--- src/rtl/srs_pkg.sv ---
// Purpose: constants, types and decode functions of the sensor register space
// Assumes: 64 byte-wide registers, one host access at a time
// Notes: reserved bits of a writable register always hold their default
//
// Contract
// - every function is reached only through host register reads and writes
// - each register is eight bits; one byte moves per access
// - one address space of 64 locations, 0x00 through 0x3F
// - written reserved bits are dropped and change no state
// - reserved bits read back unspecified; tests must not check them
// - addresses 0x00 to 0x0E are read-only; writes there are ignored
// - trigger bits (interrupt latch clear, reset command) are write-only, read zero
// - writing 0xB6 to 0x14 restores all defaults; host waits before reconfiguring
// - buffer policy 00 bypass, 01 fill-once, 10 overwrite-oldest; reads back
// - any buffer configuration write empties buffer and clears full/watermark

package srs_pkg;

   localparam int unsigned ADDR_W = 6;
   localparam int unsigned DATA_W = 8;
   localparam int unsigned NUM_REGS = 64;
   localparam int unsigned NUM_STATUS = 15;

   localparam logic [5:0] ADDR_STATUS_LAST = 6'h0E;
   localparam logic [5:0] ADDR_SOFT_RESET = 6'h14;
   localparam logic [5:0] ADDR_INT_LATCH = 6'h21;
   localparam logic [5:0] ADDR_LOW_DUR = 6'h22;
   localparam logic [5:0] ADDR_MOTION_DUR = 6'h27;
   localparam logic [5:0] ADDR_SLOPE_THRESHOLD = 6'h28;
   localparam logic [5:0] ADDR_STILL_TH = 6'h29;
   localparam logic [5:0] ADDR_TAP_TIMING = 6'h2A;
   localparam logic [5:0] ADDR_TAP_THRESHOLD_CFG = 6'h2B;
   localparam logic [5:0] ADDR_ORIENT = 6'h2C;
   localparam logic [5:0] ADDR_ORIENT_ANGLE = 6'h2D;
   localparam logic [5:0] ADDR_LEVEL_ANGLE = 6'h2E;
   localparam logic [5:0] ADDR_WATERMARK = 6'h30;
   localparam logic [5:0] ADDR_SELF_CHECK = 6'h32;
   localparam logic [5:0] ADDR_NONVOLATILE = 6'h33;
   localparam logic [5:0] ADDR_HOST_IF = 6'h34;
   localparam logic [5:0] ADDR_CAL_CTRL = 6'h36;
   localparam logic [5:0] ADDR_CAL_TARGET = 6'h37;
   localparam logic [5:0] ADDR_TRIM_FIRST = 6'h38;
   localparam logic [5:0] ADDR_TRIM_SECOND = 6'h39;
   localparam logic [5:0] ADDR_TRIM_THIRD = 6'h3A;
   localparam logic [5:0] ADDR_BUFFER_CONFIG = 6'h3E;
   localparam logic [5:0] ADDR_BUFFER_READ = 6'h3F;

   localparam logic [7:0] SOFT_RESET_KEY = 8'hB6;
   localparam int unsigned RESET_INT_BIT = 7;
   localparam int unsigned POLICY_LSB = 6;
   localparam int unsigned AXES_LSB = 0;

   localparam logic [7:0] RST_SLOPE_THRESHOLD = 8'h14;
   localparam logic [7:0] RST_STILL_TH = 8'h14;
   localparam logic [7:0] RST_TAP_TIMING = 8'h04;
   localparam logic [7:0] RST_TAP_THRESHOLD_CFG = 8'h0A;
   localparam logic [7:0] RST_ORIENT = 8'h18;
   localparam logic [7:0] RST_ORIENT_ANGLE = 8'h48;
   localparam logic [7:0] RST_LEVEL_ANGLE = 8'h08;
   localparam logic [7:0] RST_NONVOLATILE = 8'hF0;
   localparam logic [7:0] RST_CAL_CTRL = 8'h10;
   localparam logic [7:0] RST_ZERO = 8'h00;

   localparam logic [7:0] MASK_FULL = 8'hFF;
   localparam logic [7:0] MASK_NONE = 8'h00;
   localparam logic [7:0] MASK_INT_LATCH = 8'h0F;
   localparam logic [7:0] MASK_TAP_TIMING = 8'hC7;
   localparam logic [7:0] MASK_TAP_THRESHOLD_CFG = 8'hDF;
   localparam logic [7:0] MASK_SEVEN = 8'h7F;
   localparam logic [7:0] MASK_SIX = 8'h3F;
   localparam logic [7:0] MASK_SELF_CHECK = 8'h17;
   localparam logic [7:0] MASK_NONVOLATILE = 8'h0F;
   localparam logic [7:0] MASK_HOST_IF = 8'h07;
   localparam logic [7:0] MASK_CAL_CTRL = 8'hE7;
   localparam logic [7:0] MASK_BUFFER_CONFIG = 8'hC3;

   typedef enum logic [1:0] {
      SRS_POLICY_BYPASS = 2'h0,
      SRS_POLICY_FILL_ONCE = 2'h1,
      SRS_POLICY_OVERWRITE = 2'h2,
      SRS_POLICY_UNUSED = 2'h3
   } srs_policy_type;

   typedef enum logic [1:0] {
      SRS_SRC_ZERO,
      SRS_SRC_STORE,
      SRS_SRC_CAPTURE
   } srs_src_type;

   typedef struct packed {
      logic rd;
      logic wr;
      logic [5:0] addr;
      logic [7:0] wdata;
   } srs_req_type;

   typedef logic [14:0][7:0] srs_status_type;

   function automatic logic [7:0] default_value(input logic [5:0] a);
      unique case (a)
         ADDR_SLOPE_THRESHOLD: default_value = RST_SLOPE_THRESHOLD;
         ADDR_STILL_TH: default_value = RST_STILL_TH;
         ADDR_TAP_TIMING: default_value = RST_TAP_TIMING;
         ADDR_TAP_THRESHOLD_CFG: default_value = RST_TAP_THRESHOLD_CFG;
         ADDR_ORIENT: default_value = RST_ORIENT;
         ADDR_ORIENT_ANGLE: default_value = RST_ORIENT_ANGLE;
         ADDR_LEVEL_ANGLE: default_value = RST_LEVEL_ANGLE;
         ADDR_NONVOLATILE: default_value = RST_NONVOLATILE;
         ADDR_CAL_CTRL: default_value = RST_CAL_CTRL;
         default: default_value = RST_ZERO;
      endcase
   endfunction : default_value

   function automatic logic [7:0] write_mask(input logic [5:0] a);
      unique case (a)
         ADDR_INT_LATCH: write_mask = MASK_INT_LATCH;
         ADDR_LOW_DUR, ADDR_MOTION_DUR, ADDR_SLOPE_THRESHOLD, ADDR_STILL_TH,
         ADDR_TRIM_FIRST, ADDR_TRIM_SECOND, ADDR_TRIM_THIRD: write_mask = MASK_FULL;
         ADDR_TAP_TIMING: write_mask = MASK_TAP_TIMING;
         ADDR_TAP_THRESHOLD_CFG: write_mask = MASK_TAP_THRESHOLD_CFG;
         ADDR_ORIENT, ADDR_ORIENT_ANGLE, ADDR_CAL_TARGET: write_mask = MASK_SEVEN;
         ADDR_LEVEL_ANGLE, ADDR_WATERMARK: write_mask = MASK_SIX;
         ADDR_SELF_CHECK: write_mask = MASK_SELF_CHECK;
         ADDR_NONVOLATILE: write_mask = MASK_NONVOLATILE;
         ADDR_HOST_IF: write_mask = MASK_HOST_IF;
         ADDR_CAL_CTRL: write_mask = MASK_CAL_CTRL;
         ADDR_BUFFER_CONFIG: write_mask = MASK_BUFFER_CONFIG;
         default: write_mask = MASK_NONE;
      endcase
   endfunction : write_mask

   // the trigger-only command register has no stored bits but is still mapped
   function automatic logic is_mapped(input logic [5:0] a);
      is_mapped = (a <= ADDR_STATUS_LAST) || (a == ADDR_SOFT_RESET) ||
         (a == ADDR_BUFFER_READ) || (write_mask(a) != MASK_NONE);
   endfunction : is_mapped

endpackage : srs_pkg

--- src/rtl/srs_reg_store.sv ---
// Purpose: byte store for the writable configuration registers
// Assumes: caller masks reserved bits before writing
// Notes: one write and one registered read per cycle
`timescale 1ns/1ps
`default_nettype none

module srs_reg_store (
   input wire logic sys_clk,
   input wire logic rst_n,
   input wire logic clr,
   input wire logic we,
   input wire logic [5:0] waddr,
   input wire logic [7:0] wdata,
   input wire logic [5:0] raddr,
   output logic [7:0] rdata_reg
);

   logic [7:0] mem_reg [0:srs_pkg::NUM_REGS-1];

   // flops rather than a ram macro: every byte must reload its default
   always_ff @(posedge sys_clk or negedge rst_n) begin
      if (!rst_n) begin
         for (int i = 0; i < srs_pkg::NUM_REGS; i++) begin
            mem_reg[i] <= srs_pkg::default_value(6'(i));
         end
      end else if (clr) begin
         for (int i = 0; i < srs_pkg::NUM_REGS; i++) begin
            mem_reg[i] <= srs_pkg::default_value(6'(i));
         end
      end else if (we) begin
         mem_reg[waddr] <= wdata;
      end
   end

   always_ff @(posedge sys_clk or negedge rst_n) begin
      if (!rst_n) begin
         rdata_reg <= 8'h00;
      end else begin
         rdata_reg <= mem_reg[raddr];
      end
   end

endmodule : srs_reg_store

`default_nettype wire

--- src/rtl/srs_register_space.sv ---
// Purpose: host register space of the acceleration sensor
// Assumes: host_req comes from the serial port front end on sys_clk
// Notes: read data appear two cycles after the request; write wins over read
`timescale 1ns/1ps
`default_nettype none

module srs_register_space (
   input wire logic sys_clk,
   input wire logic rst_n,
   input wire srs_pkg::srs_req_type host_req,
   input wire srs_pkg::srs_status_type core_status,
   input wire logic [7:0] buffer_data,
   output logic [7:0] rd_data_reg,
   output logic rd_valid_reg,
   output logic soft_reset_reg,
   output logic buffer_clear_reg,
   output logic buffer_pop_reg,
   output logic int_latch_clear_reg,
   output var srs_pkg::srs_policy_type buffer_policy_reg,
   output logic [1:0] buffer_axes_reg
);

   // access decode
   wire logic [5:0] acc_addr;
   wire logic [7:0] acc_wdata;
   wire logic wr_hit;
   wire logic rd_hit;
   wire logic read_only;
   wire logic [7:0] wmask;
   wire logic [7:0] store_wdata;
   wire logic store_we;
   wire logic soft_key;
   wire logic cfg_wr;
   wire logic wm_wr;
   wire logic latch_clr;
   wire logic pop_hit;
   wire logic mapped;
   wire logic [7:0] store_rdata;

   assign acc_addr = host_req.addr;
   assign acc_wdata = host_req.wdata;
   assign wr_hit = host_req.wr;
   // a write and a read in one cycle: the read is dropped
   assign rd_hit = host_req.rd && !host_req.wr;
   assign read_only = (acc_addr <= srs_pkg::ADDR_STATUS_LAST);
   assign wmask = srs_pkg::write_mask(acc_addr);
   // reserved bits keep their default, whatever the host sent
   assign store_wdata = (acc_wdata & wmask) |
      (srs_pkg::default_value(acc_addr) & ~wmask);
   assign store_we = wr_hit && !read_only && (wmask != srs_pkg::MASK_NONE);
   assign soft_key = wr_hit && (acc_addr == srs_pkg::ADDR_SOFT_RESET) &&
      (acc_wdata == srs_pkg::SOFT_RESET_KEY);
   assign cfg_wr = wr_hit && (acc_addr == srs_pkg::ADDR_BUFFER_CONFIG);
   assign wm_wr = wr_hit && (acc_addr == srs_pkg::ADDR_WATERMARK);
   assign latch_clr = wr_hit && (acc_addr == srs_pkg::ADDR_INT_LATCH) &&
      acc_wdata[srs_pkg::RESET_INT_BIT];
   assign pop_hit = rd_hit && (acc_addr == srs_pkg::ADDR_BUFFER_READ);
   assign mapped = srs_pkg::is_mapped(acc_addr);

   srs_reg_store u_store (
      .sys_clk(sys_clk),
      .rst_n(rst_n),
      .clr(soft_reset_reg),
      .we(store_we),
      .waddr(acc_addr),
      .wdata(store_wdata),
      .raddr(acc_addr),
      .rdata_reg(store_rdata)
   );

   // read pipeline, first stage: pick the source and capture live bytes
   srs_pkg::srs_src_type src_p1_reg;
   srs_pkg::srs_src_type src_p1_next;
   logic rd_p1_reg;
   logic [7:0] cap_p1_reg;
   logic [7:0] cap_p1_next;
   logic [7:0] rd_data_next;

   assign src_p1_next = (!mapped) ? srs_pkg::SRS_SRC_ZERO :
      (read_only || acc_addr == srs_pkg::ADDR_BUFFER_READ) ?
      srs_pkg::SRS_SRC_CAPTURE : srs_pkg::SRS_SRC_STORE;
   assign cap_p1_next = (acc_addr == srs_pkg::ADDR_BUFFER_READ) ? buffer_data :
      (read_only ? core_status[acc_addr[3:0]] : 8'h00);
   // trigger bits are never stored, so the store answers zero for them
   assign rd_data_next = (src_p1_reg == srs_pkg::SRS_SRC_STORE) ? store_rdata :
      (src_p1_reg == srs_pkg::SRS_SRC_CAPTURE) ? cap_p1_reg : 8'h00;

   always_ff @(posedge sys_clk or negedge rst_n) begin
      if (!rst_n) begin
         rd_p1_reg <= 1'b0;
         src_p1_reg <= srs_pkg::SRS_SRC_ZERO;
         cap_p1_reg <= 8'h00;
      end else begin
         rd_p1_reg <= rd_hit;
         src_p1_reg <= src_p1_next;
         cap_p1_reg <= cap_p1_next;
      end
   end

   always_ff @(posedge sys_clk or negedge rst_n) begin
      if (!rst_n) begin
         rd_valid_reg <= 1'b0;
         rd_data_reg <= 8'h00;
      end else begin
         rd_valid_reg <= rd_p1_reg;
         rd_data_reg <= rd_p1_reg ? rd_data_next : 8'h00;
      end
   end

   // one-cycle command pulses toward the sensor core
   always_ff @(posedge sys_clk or negedge rst_n) begin
      if (!rst_n) begin
         soft_reset_reg <= 1'b0;
         buffer_clear_reg <= 1'b0;
         buffer_pop_reg <= 1'b0;
         int_latch_clear_reg <= 1'b0;
      end else begin
         soft_reset_reg <= soft_key;
         // the watermark write also flushes, as the buffer controller expects
         buffer_clear_reg <= cfg_wr || wm_wr || soft_key;
         buffer_pop_reg <= pop_hit;
         int_latch_clear_reg <= latch_clr;
      end
   end

   // live copy of the buffer policy, so the buffer logic needs no store port
   always_ff @(posedge sys_clk or negedge rst_n) begin
      if (!rst_n) begin
         buffer_policy_reg <= srs_pkg::SRS_POLICY_BYPASS;
         buffer_axes_reg <= 2'h0;
      end else if (soft_reset_reg) begin
         buffer_policy_reg <= srs_pkg::SRS_POLICY_BYPASS;
         buffer_axes_reg <= 2'h0;
      end else if (cfg_wr) begin
         buffer_policy_reg <= srs_pkg::srs_policy_type'(acc_wdata[srs_pkg::POLICY_LSB +: 2]);
         buffer_axes_reg <= acc_wdata[srs_pkg::AXES_LSB +: 2];
      end
   end
endmodule : srs_register_space

`default_nettype wire

--- config.mk ---
export PLATFORM = sky130hd
export DESIGN_NAME = srs_register_space
export DESIGN_NICKNAME = d
export VERILOG_FILES = /design/src/rtl/srs_pkg.sv /design/src/rtl/srs_reg_store.sv /design/src/rtl/srs_register_space.sv
export SDC_FILE = /design/constraint.sdc
export NUM_CORES = 1
export LEC_CHECK = 0
export CORE_AREA = 2 2 275 277
export CTS_CLUSTER_DIAMETER = 150
export DETAILED_ROUTE_END_ITERATION = 8
export DIE_AREA = 0 0 277 279
export DONT_BUFFER_PORTS = 1
export HOLD_SLACK_MARGIN = 0.1
export PLACE_DENSITY = 0.59
export SYNTH_ARGS = -nofsm -noshare
export SYNTH_HDL_FRONTEND = slang
export SYNTH_SLANG_ARGS = --single-unit
--- constraint.sdc ---
create_clock -name sys_clk -period 2.4 [get_ports sys_clk]
set_input_delay 0.48 -clock sys_clk [delete_from_list [all_inputs] [get_ports sys_clk]]
set_output_delay 0.48 -clock sys_clk [all_outputs]
set_load 0.005 [all_outputs]
# == Yosys cells after proc, flatten, opt, wreduce, memory -nomap -nowiden ==
# Memory sizes are Yosys's and may differ from the RTL's.
# Index checks and enable logic that the tools add are counted.
# W data, S select, Z words.
# classes
muxes,22
n_eq_ne,17
bitwise_logic,5
reduce_logical,24
magnitude_cmp,4
# op_table
cell,n
$mux W512,2
$bwmux W512,1
$eq A6 B6 Y1 const B,13
$mux W8,9
$pmux W8 S8,1
$bmux W8 S6,1
$demux W8 S6,1
$bmux W8 S4,1
$and A8 B8 Y8,2
$reduce_bool A8 Y1,2
$mux W2,6
$logic_and A1 B1 Y1,11
$eq A8 B8 Y1 const B,1
$not A8 Y8,1
$or A8 B8 Y8,1
$ge A7 B7 Y1 const B,1
$lt A7 B1 Y1 const B,1
$not A6 Y7,1
$eq A6 B5 Y1 const B,1
$le A6 B4 Y1 const B,1
$logic_or A1 B1 Y1,6
$lt A4 B5 Y1 const B,1
$reduce_bool A2 Y1,2
$eq A2 B1 Y1 const B,1
3 further kinds,4
# totals
romBits,1024
in_bits,146
memories,2
ff_bits,548
output_inout_bits,17
# mem_list
name,depth,width,read_ports,rd_ports_with_merged_regs,write_ports,line,source
(name not given),64,8,1,0,0,srs_pkg.sv:115,unique case (a)
(name not given),64,8,1,0,0,srs_pkg.sv:115,

# == Logic depth before layout (Yosys ltp) ==
# Gate-level depths: netlist of the first run.
# depth
ltp_word,8
depth_mapped,15

# == By module ==
# Synthesis of the first run repeated with hierarchy kept, for this count alone.
# unflattened
cells_unflattened,2773
area_unflattened_um2,28285.9
# by_module_without_submodules
module,n_inst,seq_area_each_um2,cells_each,area_per_inst_um2
srs_reg_store,1,13033.8,2503,25628.3
srs_register_space,1,700.7,270,2657.5

# == Worst setup path after synthesis of the first run ==
# No wires, ideal clock.
# synth_timing
path_type,input -> register
from,input port host_req[9] (netlist name)
to,register u_store.mem_reg[123] (netlist name)
path_buffers,7
path_stages,15
required_ps,2264
path_slack_ps,-1056
arrival_time_ps,3319
setup_ps,136
path_cell_list,buf_2 -> buf_4 -> clkinv_1 -> buf_2 -> buf_1 -> buf_2 -> ha_1 -> nand2b_1 -> a221o_1 -> o22ai_2 -> mux2i_1 -> or2_1 -> clkbuf_1 -> clkbuf_1 -> o21ai_0
# synth_via
elab_chain_len,8
elab_cells_between_ends,31
classes_between,order compare (3); eq/ne (9); mux (6); bitwise (5); reduce/logical (7); memory (1)
# synth_rtl
element,line,source
"start, declared",srs_register_space.sv:10,"input wire srs_pkg::srs_req_type host_req,"
$not A6 Y7 (not written as such) or $eq A6 B6 Y1 (tied branches),"srs_reg_store.sv:31, srs_pkg.sv:100",
$ge A7 B7 Y1 (not written as such) (tied with other cells),srs_reg_store.sv:31,mem_reg[waddr] <= wdata;
$logic_and A1 B1 Y1 (not written as such) or $pmux W8 S8 (tied branches),"srs_reg_store.sv:31, srs_pkg.sv:100",
$mux W8 (not written as such) or $and A8 B8 Y8 (tied branches),"srs_reg_store.sv:31, srs_register_space.sv:49",
$demux W8 S6 or $or A8 B8 Y8 (tied branches),"srs_reg_store.sv:31, srs_register_space.sv:48",
$bwmux W512,srs_reg_store.sv:31,
$mux W512,srs_reg_store.sv:30,end else if (we) begin
$mux W512,srs_reg_store.sv:26,end else if (clr) begin
"end signal, assigned by index",srs_reg_store.sv:24,mem_reg[i] <= srs_pkg::default_value(6'(i));
"end signal, assigned by index",srs_reg_store.sv:28,mem_reg[i] <= srs_pkg::default_value(6'(i));
"end signal, assigned by index",srs_reg_store.sv:31,
"end, declared",srs_reg_store.sv:18,logic [7:0] mem_reg [0:srs_pkg::NUM_REGS-1];
# Parallel ways exist; a longest one is shown, timed or not. The select of a mux whose other input is x is not followed.
# A chain may end at the register's enable or synchronous reset.

# == Worst setup path after layout of the first run ==
# layout_timing
from,input port host_req[8] (netlist name)
to,register u_store.mem_reg[87] (netlist name)
# The elaborated chain is that of the path after synthesis.

==> results of run 1 <==
## power by group through the flow
stage | clock network [µW] | registers, µW | logic, µW
after global routing | 9670 | 10300 | 2570
after floorplan | 0 | 10300 | 1550
after detailed placement | 0 | 10400 | 2310
after global placement | 0 | 10400 | 2260
final | 9170 | 10300 | 2400
after CTS | 9320 | 10200 | 2360
## worst register-to-register path, stage by stage, from the launching register on
cell,delay [ps]
dfrtp_1,380
mux4_2,500
nor2_1,210
o21ai_0,140
buf_4,150
a32o_1,270
a2111o_1,470
## final cells by class
| class | count | area, µm² | share of cell area |
|---|---|---|---|
| Clock inverter | 13 | 198 | 0.00647 |
| Tap cell | 969 | 1210 | 0.0397 |
| Antenna cell | 1 | 2.50 | 0.0000819 |
| Multi-Input combinational cell | 1549 | 11200 | 0.365 |
| Timing Repair Buffer | 270 | 2510 | 0.0820 |
| Clock buffer | 92 | 1710 | 0.0560 |
| Inverter | 5 | 33.8 | 0.00111 |
| Sequential cell | 548 | 13700 | 0.449 |
## synth_stat cells (8+ instances only)
| cell type | number |
|---|---|
| a311oi_1 | 9 |
| nor2b_1 | 308 |
| nor2_1 | 120 |
| dfstp_2 | 17 |
| a221oi_1 | 73 |
| a31oi_1 | 8 |
| or2_2 | 9 |
| nand3_1 | 10 |
| and2_1 | 15 |
| o22ai_1 | 49 |
| a211oi_1 | 55 |
| clkbuf_1 | 97 |
| nor3_1 | 16 |
| a22o_1 | 12 |
| buf_2 | 57 |
| a221o_1 | 17 |
| o21ai_0 | 79 |
| nand2b_1 | 96 |
| a22oi_1 | 40 |
| nor3b_1 | 14 |
| a21oi_1 | 95 |
| nand3b_1 | 35 |
| dfrtp_1 | 531 |
| mux4_2 | 25 |
| buf_6 | 9 |
| buf_4 | 20 |
| o21ai_1 | 10 |
| mux2i_1 | 146 |
| o221ai_1 | 27 |
| mux2_2 | 61 |
| nand2_1 | 115 |
| buf_1 | 9 |
## cells by family after synthesis
family | Yosys count | synth area share
and+or+nand+nor | 784 | 0.176
DFF | 548 | 0.534
muxes | 234 | 0.106
adders and majority gates | 7 | 0.00340
AOI/OAI and AO/OA | 524 | 0.143
buffers and inverters | 199 | 0.0380
## worst min-delay path by stage
stage / startpoint / to / depth (start not counted)
2_1_floorplan: rst_n / buffer_axes_reg[0] / 0
3_3_place_gp: rst_n / u_store.mem_reg[475] / 0
3_5_place_dp: rst_n / u_store.mem_reg[467] / 0
4_1_cts: rst_n / u_store.mem_reg[467] / 0
5_1_grt: rst_n / u_store.mem_reg[507] / 0
6_report: rst_n / u_store.mem_reg[507] / 0
## metal layers
metal,track usage,wire (µm),vias up
met4,0.0798,3050,4
li1,-,-,8512
met1,0.311,38200,9969
met2,0.327,37300,907
met3,0.0805,9490,171
met5,0,26,-
## timing repair
item,CTS,global route
endpoints found under the setup margin,0,2
gates resized for setup,0,3
endpoints found under the hold margin,567,531
## placed cells by master (no fill, tap or decap), types with 9 or more instances in the layout
master / instances
o22ai_1: 48
dfrtp_1: 530
dlygate4sd3_1: 22
nor2_1: 119
a21oi_1: 90
a22o_1: 12
buf_12: 34
nor3_1: 11
mux2_2: 60
o21ai_0: 69
a221oi_1: 73
buf_4: 214
a311oi_1: 9
o21ai_1: 20
nand2b_1: 95
nand3b_1: 35
dfstp_2: 17
clkbuf_1: 22
a221o_1: 17
mux2i_1: 145
clkbuf_8: 11
a22oi_1: 40
nand3_1: 10
nand2_1: 115
and2_1: 15
nor2b_1: 303
o221ai_1: 25
clkbuf_16: 59
mux4_2: 25
a211oi_1: 54
nor3b_1: 14
## stage by stage
stage | instance area [µm²] | setup slack, ps | power (µW) | cells | setup TNS [ps]
after floorplan | 26000 | -483 | 11800 | 2296 | -62240
after global placement | 28400 | -406 | 12600 | 3319 | -22460
after detailed placement | 28400 | -392 | 12700 | 3319 | -25120
after CTS | 30500 | 54.7 | 21900 | 3446 | 0
after global routing | 30600 | 38.2 | 22500 | 3446 | 0
final | 30600 | 11.3 | 21800 | 3447 | 0
==> results.toml, run 1 <==
[clock_tree]
clkLatencyLatePin_ps = 630
cts_tree = "built"
clk_pin_slew_ps = 60
htreeDepth = 2
post_cts_buffers = 0
hold_buffers = 22
cts_buffers = 58
cts_root_buf = "clkbuf_16"
clockBufferDepth = 3
clock-sinks = 548

[global_route]
grt_usage = 0.226
grt_pass1_vias = 19900
grt_max_degree = 549
grt_remaining_overflow = 0
grt_antenna_before_repair = 5
grt_pass1_wl_um = 131000

[synthesis]
seq_area_frac_synth = 0.534
synth_cell_types = 81
netlist_area_um2 = 25700
synth_area_leaders = "dfrtp_1 (52%), nor2b_1 (7.5%), mux2i_1 (5.7%)"
synth_cells = 2296
yosys.area.top_type = "dfrtp_1"
syn_nets = 2449
synth-main-ff-cell = "dfrtp_1"
ys_seq_elements = 548
syn_area_per_cell_um2 = 11.2
yosysTopAreaCellShare = 0.517
synth_async_sr_flop_share = 1.00
synth-edff-count = 0
yosys_warnings = 0

[pwr]
ir_worst_vdd_uv = 603
p_comb_frac = 0.110
switching_power_uw = 5450
seqPwrFrac = 0.470
leakagePower_uw = 0.0142
power.share.clock = 0.420
power_density_nw_per_um2 = 714
sw_frac_of_total = 0.250
p_int_uw = 16400

[setup_path]
rr_worst_depth = 6
cp.depth = 9
cp-endpoint = "u_store.mem_reg[87]"
critPathBufInv = 3
crit_top_cell = "buf_12"
critPathKind = "in2reg"
max_stage_delay_ps = 530
cp-end-kind = "flop"
startpoint = "host_req[8]"
slowest_stage = "nor3_1"
reg2reg_to = "u_store.rdata_reg[6]"
startpoint_type = "primary input"
worstPathRequired_ps = 2950
r2r-start = "u_store.mem_reg[262]"
worstPathCellList = "and2_1, buf_12, a2111oi_2, or3_4, nor4_4, buf_12, buf_4, nor3_1, mux2i_1"
rrSetupSlack_ps = 140
crit_arrival_ps = 2940
critPathTopFamily = "simple AND/OR/NAND/NOR gates"
crit_fanout = 151

[final_layout]
final_core_util = 0.413
drive_gt1_frac = 0.199
finalNetCount = 2585
syn_to_final_growth_pct = 18.8
largest_reg_flops = 512
num-fill-cells = 6963

[placed_design]
gp_congestion = 0.913
io_buffers = 0
dp_hpwl_um = 58600

[routing]
drcViolationCount = 0
dr_total_vias = 19600
antenna_left = 0
wirelength_um = 88100
drtIter0Drc = 2021
first_pass_iters = 6
wl_per_cell_um = 25.6
viasPerCell = 5.68

[timing]
relSlewSlack = 0.179
hold_viol = 531
finalSetupViolCount = 0
timing.final.crit_share = 0.995
finClkSkew_ps = 23.4
period_minus_slack_ps = 2390
slew_violations = 0
tightest_slew_ps = 1230
grt_setup_unrepaired = "false"
fmax_mhz = 419
holdWs_ps = -396

[die]
core_um2 = 74100
start_util = 0.347
placementRows = 100
dieArea_um2 = 77300
dieWidth_um = 277
ioPinCount = 163
dieHeight_um = 279

[status]
status = "complete, but fails checks"
violations = "negative hold slack"

[worst_hold_path]
hp-class = "in2async"

[run]
max_cap_violations = 0
No activity file was read; power rests on OpenSTA's default activity.
==> run 2, diff against run 1 <==
==> constraint.sdc (replaced) <==
create_clock -name sys_clk -period 2.4 [get_ports sys_clk]
set_input_delay 0.36 -clock sys_clk [delete_from_list [all_inputs] [get_ports sys_clk]]
set_output_delay 0.36 -clock sys_clk [all_outputs]
set_load 0.005 [all_outputs]
==> results.toml, run 2 (synthesized netlist as in run 1, its figures left out) <==
[timing]
grt_setup_unrepaired = "false"
slew_violations = 226
tns_ps = 0
period_minus_slack_ps = 2310
finClkSkew_ps = 18.9
relSlewSlack = -0.297
tightest_slew_ps = 1950
holdWs_ps = -571
timing.final.crit_share = 0.961
finalSetupViolCount = 0
fmax_mhz = 433
hold_viol = 540

[setup_path]
slowest_stage = "or4_1"
critPathTopFamily = "simple AND/OR/NAND/NOR gates"
crit_fanout = 2
rr_worst_depth = 6
reg2reg_to = "u_store.rdata_reg[4]"
rrSetupSlack_ps = 90
worstPathCellList = "mux4_2, a221oi_1, buf_4, o22ai_1, buf_4, or4_1"
max_stage_delay_ps = 490
cp.depth = 6
worstPathRequired_ps = 2890
cp-endpoint = "u_store.rdata_reg[4]"
critPathKind = "reg2reg"
crit_arrival_ps = 2800
crit_top_cell = "buf_4"
critPathBufInv = 2
startpoint_type = "flop"
r2r-start = "u_store.mem_reg[4]"
cp-end-kind = "flop"
startpoint = "u_store.mem_reg[4]"

[routing]
drcViolationCount = 0
wl_per_cell_um = 25.7
dr_total_vias = 19400
viasPerCell = 5.68
drtIter0Drc = 2005
wirelength_um = 88000
first_pass_iters = 6
antenna_left = 0

[clock_tree]
htreeDepth = 2
cts_root_buf = "clkbuf_16"
cts_tree = "built"
hold_buffers = 21
clk_pin_slew_ps = 60
cts_buffers = 58
clockBufferDepth = 3
clkLatencyLatePin_ps = 640
clock-sinks = 548

[die]
core_um2 = 74100
dieWidth_um = 277
dieArea_um2 = 77300
start_util = 0.347
dieHeight_um = 279
ioPinCount = 163
placementRows = 100

[worst_hold_path]
hp-class = "in2async"

[final_layout]
syn_to_final_growth_pct = 18.3
drive_gt1_frac = 0.192
layout_commonest_cell = "dfrtp_1"
mostFrequentLayoutCells = "dfrtp_1 (530), nor2b_1 (303), buf_4 (185)"
finalNetCount = 2558
largest_reg_flops = 512

[pwr]
power_density_nw_per_um2 = 717
fin_total_pwr_uw = 21800
ir_worst_vdd_uv = 617
leakagePower_uw = 0.0141

[run]
max_cap_violations = 0

[global_route]
grt_pass1_wl_um = 132000
grt_usage = 0.227
grt_max_degree = 549
grt_remaining_overflow = 0
grt_pass1_vias = 19900
grt_antenna_before_repair = 14

[placed_design]
io_buffers = 0
gp_congestion = 0.923
dp_hpwl_um = 58600

[status]
violations = "negative hold slack, max-slew violations"
status = "complete, but fails checks"
run 2: cell types whose count changed in the layout (fill, tap and decap cells not counted), sizes merged:
cell	change
bufinv	-1
dlygate4sd3	-1
clkbuf	-2
inv	+1
clkinvlp	+1
buf	-26
run 2: report_power, final:
part | leakage, µW | internal [µW] | total, µW | switching, µW
sequential | 0.00717 | 9870 | 10300 | 383
clock | 0.000952 | 5400 | 9210 | 3820
combinational | 0.00601 | 1090 | 2360 | 1270
total | 0.0141 | 16400 | 21800 | 5460
run 2: area by class of cell:
cell class	instances	area (µm²)
diodes	1	2.50
clock buffers	90	1740
clock inverters	14	191
fillers	7042	43600
inverters	5	31.3
multi-input cells	1549	11200
flip-flops and latches	548	13700
well taps	969	1210
repair buffers	243	2340
run 2: per-stage QoR:
step | cells | worst slack, ps | area (µm²) | utilization
floorplan | 2296 | -363 | 26000 | -
global placement | 3292 | -1170 | 28300 | 0.381
detailed placement | 3293 | -237 | 28300 | 0.382
CTS | 3418 | 111 | 30400 | 0.411
global route | 3418 | 18.0 | 30400 | 0.411
finish | 3419 | 92.7 | 30400 | 0.411
run 2: routing by layer:
layer | global-route usage | vias up | part of all wire
met5 | 0 | - | 0.0015
met4 | 0.0808 | 20 | 0.033
met3 | 0.0815 | 183 | 0.11
met2 | 0.324 | 842 | 0.42
met1 | 0.315 | 9922 | 0.43
li1 | - | 8448 | -
run 2: worst min path at each step:
stage,end,startpoint,cells after the start
after floorplan,buffer_axes_reg[0],rst_n,0
after global placement,u_store.mem_reg[441],rst_n,0
after detailed placement,u_store.mem_reg[441],rst_n,0
after CTS,u_store.mem_reg[441],rst_n,0
after global routing,u_store.mem_reg[441],rst_n,0
final,u_store.mem_reg[441],rst_n,0
run 2: what timing repair did:
action	4_1_cts	5_1_grt
setup endpoints to repair	0	1
endpoints found under the hold margin	571	548
resized for setup	0	1
buffers inserted	0	0
